[src/shared/ppoc_pkg.sv]
// ppoc_pkg: constants for the port pin override control block
// assumes one core clock, synchronous active-low reset
package ppoc_pkg;
   localparam int unsigned SYNC_STAGES = 3;                   // pad input synchroniser depth
   localparam int unsigned PIN_COUNT   = 8;                   // pins per port
   localparam logic [7:0]  DIR_RESET   = 8'h00;               // direction after reset
   localparam logic [7:0]  LATCH_RESET = 8'h00;               // output latch after reset
   localparam logic [7:0]  SAMP_RESET  = 8'h00;               // sampled input after reset
   localparam logic [2:0]  PULLUP_CODE = 3'h2;                // {dir, latch, global off} for pull-up
endpackage

[src/core/ppoc_port.sv]
// ppoc_port: one general-purpose port of PINS bidirectional pins with
// alternate-function overrides, sleep clamp and pull-up control.
// assumes overrides come from on-chip peripherals on core_clk; pads are
// asynchronous; the pad wire is resolved outside from pad_out/pad_oe.
//
// What this block does
// - sleep signal clamps digital input to ground before sampling.
// - external interrupt enabled pins escape the sleep clamp.
// - releasing clamp on high pin without interrupt enabled produces the edge for its flag.
// - pull-ups stay off while reset is active.
// - pull-up follows override value, else on when dir/latch/off is 010.
// - driver enable follows override value when enabled, else direction bit.
// - driven level is override value when enabled, else latch bit.
// - toggle override enable inverts the output latch bit.
// - input buffer follows override value when enabled, else sleep state decides.
// - alternate functions get unsynchronised input sample.
// - analog path ties directly to the pad, no digital logic.
// - override signals come from owning peripherals, not port registers.
// - direction one is output, zero is input unless overridden.
// - latch enables pull-up on input pins, sets level on outputs.
// - writing one to input register toggles latch bit.
// - global pull-up off disables every pull-up without an override enabled.
//
// hazards and limits
// - the pad level crosses into core_clk through three flops; only the
//   clamped, unsynchronised sample goes to peripherals, which must
//   synchronise it themselves unless they use it as a clock
// - the analog path is a plain wire at the pad, outside this logic
// - pull-up and driver controls are combinational, so an override change
//   reaches the pad in the same cycle
// - status bits catch every change seen after synchronisation, including
//   the edge made when the sleep clamp lets go of a high pin
//
// The implementer's own choices: the register addresses and the plain strobed port.
`timescale 1ns/100ps
`default_nettype none
module ppoc_port #(
   parameter int unsigned PINS = ppoc_pkg::PIN_COUNT       // pins in this port
)(
   input  wire logic            core_clk,                 // core clock, 200 MHz
   input  wire logic            rst_n,                    // synchronous reset, active low
   input  wire logic [2:0]      reg_addr,                 // 0 direction, 1 latch, 2 input, 3 control
   input  wire logic [PINS-1:0] reg_wdata,                // write data
   input  wire logic            reg_wr,                   // write strobe
   input  wire logic            reg_rd,                   // read strobe
   output logic [PINS-1:0]      reg_rdata,                // read data, cycle after strobe
   output logic                 irq,                      // level interrupt, unmasked status set
   input  wire logic            sleep_clamp,              // deep sleep clamp request
   input  wire logic [PINS-1:0] ext_int_en,               // external interrupt enabled per pin
   input  wire logic [PINS-1:0] pullup_override_en,       // pull-up override enable
   input  wire logic [PINS-1:0] pullup_override_val,      // pull-up override value
   input  wire logic [PINS-1:0] drive_override_en,        // direction override enable
   input  wire logic [PINS-1:0] drive_override_val,       // direction override value
   input  wire logic [PINS-1:0] outval_override_en,       // output value override enable
   input  wire logic [PINS-1:0] outval_override_val,      // output value override value
   input  wire logic [PINS-1:0] toggle_override_en,       // latch toggle, one-cycle pulse
   input  wire logic [PINS-1:0] inbuf_override_en,        // input buffer override enable
   input  wire logic [PINS-1:0] inbuf_override_val,       // input buffer override value
   output logic [PINS-1:0]      alt_func_pin_sample,      // clamped pad level, unsynchronised
   input  wire logic [PINS-1:0] pad_in,                   // pad level from the board
   output logic [PINS-1:0]      pad_out,                  // level driven onto the pad
   output logic [PINS-1:0]      pad_oe,                   // high while the pin is driven
   output logic [PINS-1:0]      pad_pullup                // pull-up enable
);

   // ----------------------------------------
   // register addresses
   // ----------------------------------------
   localparam logic [2:0] ADDR_DIR   = 3'h0;
   localparam logic [2:0] ADDR_LATCH = 3'h1;
   localparam logic [2:0] ADDR_INPUT = 3'h2;
   localparam logic [2:0] ADDR_CTRL  = 3'h3;                // bit0 global pull-up off
   localparam logic [2:0] ADDR_STAT  = 3'h4;                // pin change status, w1c
   localparam logic [2:0] ADDR_MASK  = 3'h5;                // pin change mask

   logic [PINS-1:0]                  pin_direction_bit;
   logic [PINS-1:0]                  pin_output_latch_bit;
   logic [PINS-1:0]                  pin_sampled_input_bit;
   logic                             global_pullup_off;
   logic [PINS-1:0]                  chg_status;
   logic [PINS-1:0]                  chg_mask;
   logic [PINS-1:0]                  sync1;
   logic [PINS-1:0]                  sync2;
   logic [PINS-1:0]                  prev_level;
   logic [PINS-1:0]                  next_direction;
   logic [PINS-1:0]                  next_latch;
   logic                             next_pullup_off;
   logic [PINS-1:0]                  next_status;
   logic [PINS-1:0]                  next_mask;
   logic [PINS-1:0]                  next_rdata;
   logic [PINS-1:0]                  inbuf_en;
   logic [PINS-1:0]                  drv_en;
   logic [PINS-1:0]                  next_sampled;

   // ----------------------------------------
   // per-pin decode functions
   // ----------------------------------------
   // input buffer enable of one pin; the clamp acts only when nothing overrides it
   function automatic logic ppoc_inbuf_on
   (
      input logic ovr_en,                                   // override enable
      input logic ovr_val,                                  // override value
      input logic sleep,                                    // sleep clamp request
      input logic int_on                                    // external interrupt enabled
   );
      if (ovr_en)
         return ovr_val;
      return !sleep || int_on;
   endfunction

   // driver enable of one pin
   function automatic logic ppoc_drive_on
   (
      input logic ovr_en,                                   // override enable
      input logic ovr_val,                                  // override value
      input logic dir                                       // direction bit
   );
      return ovr_en ? ovr_val : dir;
   endfunction

   // driven level; zero while the driver is off so an idle pin shows no level
   function automatic logic ppoc_level
   (
      input logic drive,                                    // driver enabled
      input logic ovr_en,                                   // override enable
      input logic ovr_val,                                  // override value
      input logic latch                                     // output latch bit
   );
      return drive && (ovr_en ? ovr_val : latch);
   endfunction

   // pull-up of one pin outside reset
   function automatic logic ppoc_pullup_on
   (
      input logic ovr_en,                                   // override enable
      input logic ovr_val,                                  // override value
      input logic dir,                                      // direction bit
      input logic latch,                                    // output latch bit
      input logic off                                       // global pull-up off
   );
      if (ovr_en)
         return ovr_val;
      return {dir, latch, off} == ppoc_pkg::PULLUP_CODE;
   endfunction

   // ----------------------------------------
   // pad-facing combinational paths
   // ----------------------------------------
   // input buffer enable; interrupt pins escape the sleep clamp
   always_comb
   begin
      for (int i = 0; i < PINS; i++)
      begin
         inbuf_en[i] = ppoc_inbuf_on(inbuf_override_en[i], inbuf_override_val[i],
                                     sleep_clamp, ext_int_en[i]);
      end
   end

   // clamp to ground ahead of the trigger; clamped, unsynchronised level to peripherals
   assign alt_func_pin_sample = pad_in & inbuf_en;

   // driver enable and level
   always_comb
   begin
      for (int i = 0; i < PINS; i++)
      begin
         drv_en[i]  = ppoc_drive_on(drive_override_en[i], drive_override_val[i],
                                    pin_direction_bit[i]);
         pad_oe[i]  = drv_en[i];
         pad_out[i] = ppoc_level(drv_en[i], outval_override_en[i], outval_override_val[i],
                                 pin_output_latch_bit[i]);
      end
   end

   // pull-up control, forced off during reset
   always_comb
   begin
      for (int i = 0; i < PINS; i++)
      begin
         if (!rst_n)
            pad_pullup[i] = 1'b0;
         else
            pad_pullup[i] = ppoc_pullup_on(pullup_override_en[i], pullup_override_val[i],
                                           pin_direction_bit[i], pin_output_latch_bit[i],
                                           global_pullup_off);
      end
   end

   // ----------------------------------------
   // register next-state logic
   // ----------------------------------------
   // writes, toggles, change detection, read mux
   always_comb
   begin
      logic [PINS-1:0] changed;
      changed         = sync2 ^ prev_level;
      next_direction  = pin_direction_bit;
      next_latch      = pin_output_latch_bit ^ toggle_override_en;
      next_pullup_off = global_pullup_off;
      next_mask       = chg_mask;
      next_status     = chg_status;
      if (reg_wr)
      begin
         case (reg_addr)
            ADDR_DIR:   next_direction  = reg_wdata;
            ADDR_LATCH: next_latch      = reg_wdata ^ toggle_override_en;
            ADDR_INPUT: next_latch      = next_latch ^ reg_wdata;
            ADDR_CTRL:  next_pullup_off = reg_wdata[0];
            ADDR_STAT:  next_status     = chg_status & ~reg_wdata;
            ADDR_MASK:  next_mask       = reg_wdata;
            default:    next_mask       = chg_mask;
         endcase
      end
      next_status = next_status | changed;                    // set wins over clear
      next_rdata  = '0;
      if (reg_rd)
      begin
         case (reg_addr)
            ADDR_DIR:   next_rdata = pin_direction_bit;
            ADDR_LATCH: next_rdata = pin_output_latch_bit;
            ADDR_INPUT: next_rdata = pin_sampled_input_bit;
            ADDR_CTRL:  next_rdata = PINS'(global_pullup_off);
            ADDR_STAT:  next_rdata = chg_status;
            ADDR_MASK:  next_rdata = chg_mask;
            default:    next_rdata = '0;
         endcase
      end
   end

   // sampled input follows a pin once stages two and three agree
   always_comb
   begin
      next_sampled = pin_sampled_input_bit;
      for (int i = 0; i < PINS; i++)
      begin
         if (sync2[i] == prev_level[i])
            next_sampled[i] = sync2[i];
      end
   end

   // ----------------------------------------
   // registers and synchroniser
   // ----------------------------------------
   // the first stage may go metastable, so nothing but the second stage reads it
   // sync1 feeds only sync2; a change counts when sync2 and the third stage differ
   always_ff @(posedge core_clk)
   begin
      if (!rst_n)
      begin
         pin_direction_bit     <= ppoc_pkg::DIR_RESET;
         pin_output_latch_bit  <= ppoc_pkg::LATCH_RESET;
         pin_sampled_input_bit <= ppoc_pkg::SAMP_RESET;
         global_pullup_off     <= 1'b0;
         chg_status            <= '0;
         chg_mask              <= '0;
         sync1                 <= '0;
         sync2                 <= '0;
         prev_level            <= '0;
         reg_rdata             <= '0;
      end
      else
      begin
         pin_direction_bit     <= next_direction;
         pin_output_latch_bit  <= next_latch;
         global_pullup_off     <= next_pullup_off;
         chg_status            <= next_status;
         chg_mask              <= next_mask;
         sync1                 <= alt_func_pin_sample;
         sync2                 <= sync1;
         prev_level            <= sync2;
         pin_sampled_input_bit <= next_sampled;
         reg_rdata             <= next_rdata;
      end
   end

   // ----------------------------------------
   // tie-offs and analog path
   // ----------------------------------------
   // pins with no alternate function get every override enable tied low at
   // the instance, leaving a plain register-controlled pin
   // the analog path is wired straight to the pad beside pad_in and never
   // passes any buffer or override logic of this block
   // overrides are inputs only, never written by the port registers

   // ----------------------------------------
   // interrupt
   // ----------------------------------------
   // level interrupt while any unmasked change flag is set
   assign irq = |(chg_status & chg_mask);

endmodule
`default_nettype wire

[config.mk]
export PLATFORM = sky130hd
export DESIGN_NAME = ppoc_port
export DESIGN_NICKNAME = d
export VERILOG_FILES = /design/src/shared/ppoc_pkg.sv /design/src/core/ppoc_port.sv
export SDC_FILE = /design/constraint.sdc
export NUM_CORES = 1
export LEC_CHECK = 0
export ABC_AREA = 1
export ABC_CLOCK_PERIOD_IN_PS = 3400
export BUFFER_PORTS_ARGS = -buffer_cell sky130_fd_sc_hd__buf_2
export CAP_MARGIN = 20
export CORE_ASPECT_RATIO = 0.7
export CORE_MARGIN = 4
export CORE_UTILIZATION = 53
export DETAILED_ROUTE_END_ITERATION = 8
export PLACE_DENSITY = 0.86
export SETUP_SLACK_MARGIN = 0.02
export SYNTH_ARGS = -nofsm -noshare
export SYNTH_HDL_FRONTEND = slang
export SYNTH_SLANG_ARGS = --single-unit
[constraint.sdc]
create_clock -name core_clk -period 3.4 [get_ports core_clk]
set_clock_uncertainty 0.1 [all_clocks]
set_input_delay 0 -clock core_clk [delete_from_list [all_inputs] [get_ports core_clk]]
set_output_delay 0 -clock core_clk [all_outputs]
set_load 0.03 [all_outputs]
==> impl_metrics.csv <==
group,metric,value,unit
clock_network,clock_sink_count,73,
synthesis,synthTopCellsByArea,"dfxtp_1, nand2_1, inv_1",
place,dp_hpwl,7940,um
worst_setup_path,critPathTopFamily,"simple AND/OR/NAND/NOR gates",
outcome,status,"finished, final reports clean",
clock_network,cts_tree,"built",
synthesis,synth-seq-area-share,0.386,
synthesis,synth_fp_nets,695,
synthesis,yosys.area.top_type,"dfxtp_1",
sta,rsz0062_at_grt,"no",
worst_setup_path,r2r_start,"global_pullup_off",
final_layout,fillers,513,
worst_setup_path,critPathKind,"primary input to flop",
synthesis,synth_top_area_share,0.386,
place,gp_congestion,0.855,
floorplanning,ios,145,
final_layout,finalNonFillerCells,867,
final_layout,num_antenna_cells,0,
worst_setup_path,required,3.54,ns
clock_network,clock_path_buffers,2,
drt,drtIter0Drc,329,
global_routing,grt_pass1_vias,4286,
global_routing,grt_max_degree,44,
global_routing,antenna_found_initial,0,
pwr,powerDensity,404,nW/um2
drt,wl,11700,um
worst_setup_path,crit_cells,7,
synthesis,async_flop_share,0,
worst_setup_path,crit_path_start,"reg_addr[0]",
drt,drt_first_pass_iters,6,
worst_setup_path,endpoint_kind,"flop",
worst_setup_path,worstPathMaxFanout,12,
sta,layout_min_cycle_time,2.02,ns
worst_setup_path,cpPeakStageDelay,0.64,ns
synthesis,yosysWarnings,0,
floorplanning,start_util,0.552,
drt,via_count,4515,
drt,wl_per_cell,13.5,um
synthesis,synth_area,3780,um2
floorplanning,die_x,109,um
clock_network,path_clk_slew,0.08,ns
clock_network,ctsRootBufferMaster,"clkbuf_8",
final_layout,syn_to_final_growth,36.5,%
sta,setup_tns,0,ns
run,max_cap_violations,0,
worst_setup_path,regToRegEndpoint,"global_pullup_off",
final_layout,post-route-util,0.753,
drt,antenna_left,0,
synthesis,avgSynthCellArea,6.40,um2
worst_setup_path,cp_data_arrival_time,2.16,ns
sta,worst_pin_slew,1.11,ns
global_routing,grt_first_pass_wirelength,18400,um
worst_setup_path,critPathSlowestCell,"nor3_2",
floorplanning,coreArea,6850,um2
worst_setup_path,path_buf_inv,3,
worst_setup_path,critPathCapture,"chg_mask[0]",
clock_network,numCtsBuffers,9,
worst_setup_path,crit_chain,"dlygate4sd3_1, buf_2, inv_2, nor3_2, nand2_1, o21ai_0, a21oi_1",
place,dp.cells,812,
sta,setup_violations,0,
global_routing,overflow,0,
place,io_buffers,144,
worst_hold_path,hp-class,"primary input to flop",
final_layout,num-nets-final,872,
pwr,irDropWorstVdd,0.000229,V
pwr,p_leak,2.73,nW
clock_network,clk_latency,0.35,ns
sta,maxSlewViolCount,0,
sta,max_freq,494,MHz
drt,drc_errors,0,
sta,final_hold_viol_count,0,
sta,min_period_over_period,0.595,
global_routing,grtUsageTotal,0.268,
floorplanning,rows,25,
drt,viasPerCell,5.21,
final_layout,drive_gt1_frac,0.223,
synthesis,syn_inst,591,
clock_network,htreeDepth,3,
worst_setup_path,reg2regPathDepth,3,
sta,slew-limit-headroom,0.261,
final_layout,final_common_cell,"nand2_1",
worst_setup_path,cp-start-kind,"primary input",
floorplanning,die-area,8570,um2
synthesis,synth_edf_count,0,
synthesis,yosys_register_bits,73,
synthesis,synth_cell_types,29,
final_layout,final_cell_mix,"nand2_1, buf_2, inv_1",
worst_setup_path,r2r_slack,1.79,ns
synthesis,ys.flop_type,"dfxtp_1",
floorplanning,die_y,78.7,um
[logic make-up (layout without fill, tap and decap cells)]
family	count (synthesis)	in the layout	synth area share
XOR/XNOR	7	7	0.0162
buffers and inverters	108	290	0.114
flip-flops	73	73	0.386
AND/OR/NAND/NOR	288	288	0.320
AO/OA/AOI/OAI	115	115	0.163
[metrics by stage]
stage	setup slack (ns)	instance area [um2]	total power (W)	hold slack [ns]
after floorplan	1.86	3780	0.00116	0.0651
after global placement	1.55	4530	0.00128	0.221
after detailed placement	1.52	4530	0.00130	0.229
after CTS	1.47	5130	0.00208	0.0104
after global routing	1.28	5160	0.00218	0.0229
final	1.38	5160	0.00209	0.0294
[registers in the layout, indices dropped and copies added (netlist names)]
signal / cells
sync2: 8
reg_rdata: 8
chg_mask: 8
sync1: 8
prev_level: 8
pin_sampled_input_bit: 8
pin_output_latch_bit: 8
global_pullup_off: 1
pin_direction_bit: 8
chg_status: 8
[worst min-delay path by stage]
stage	from	end	slack, ns	depth (start not counted)
final	reg_wr	chg_mask[5]	0.03	3
after detailed placement	reg_wdata[2]	chg_mask[2]	0.23	3
after global routing	reg_rd	reg_rdata[0]	0.02	3
after floorplan	reg_wdata[1]	chg_mask[1]	0.07	2
after global placement	reg_wdata[6]	chg_mask[6]	0.22	3
after CTS	reg_wr	chg_mask[5]	0.01	3
[area by class of cell]
cell class | instances | area [um2] | share of cell area
multi-input combinational | 410 | 1890 | 0.366
sequential | 73 | 1460 | 0.283
timing repair buffer | 183 | 1130 | 0.219
inverter | 91 | 344 | 0.0667
clock buffer | 10 | 128 | 0.0247
tap | 94 | 118 | 0.0228
clock inverter | 6 | 91.3 | 0.0177
[synthesized netlist by cell type, types with 3 or more instances]
cell type and count:
inv_1 87, o22ai_1 7, a21oi_1 44, xnor2_1 7, dfxtp_1 73, nor2_1 39, o21ai_0 52, buf_2 3
nand2_2 3, and2_1 8, clkbuf_1 10, buf_4 3, nand3_1 50, a31oi_1 8, nand2_1 180
[power breakdown]
group          leakage (nW)  internal, W  switching [W]
logic                  2.03     0.000165       0.000248
registers             0.596     0.000891      0.0000263
clock network        0.0991     0.000416       0.000341
[tightest hold or removal path, delay by kind of cell]
kind	cells	cell delay, ns
buffers and inverters	1	0.23
AND/OR/NAND/NOR	1	0.14
AO/OA/AOI/OAI	1	0.06
[what timing repair did]
item,4_1_cts,5_1_grt
hold buffers,38,0
resized for setup,0,0
hold endpoints to repair,41,0
buffers inserted,0,0
[metal layers]
metal	vias up	part of all wire	global-route usage
met5	-	0	0
met4	0	0.024	0.0958
met3	44	0.10	0.0690
met2	245	0.48	0.470
met1	2002	0.39	0.314
li1	2224	-	-
No activity file was read; power rests on OpenSTA's default activity.
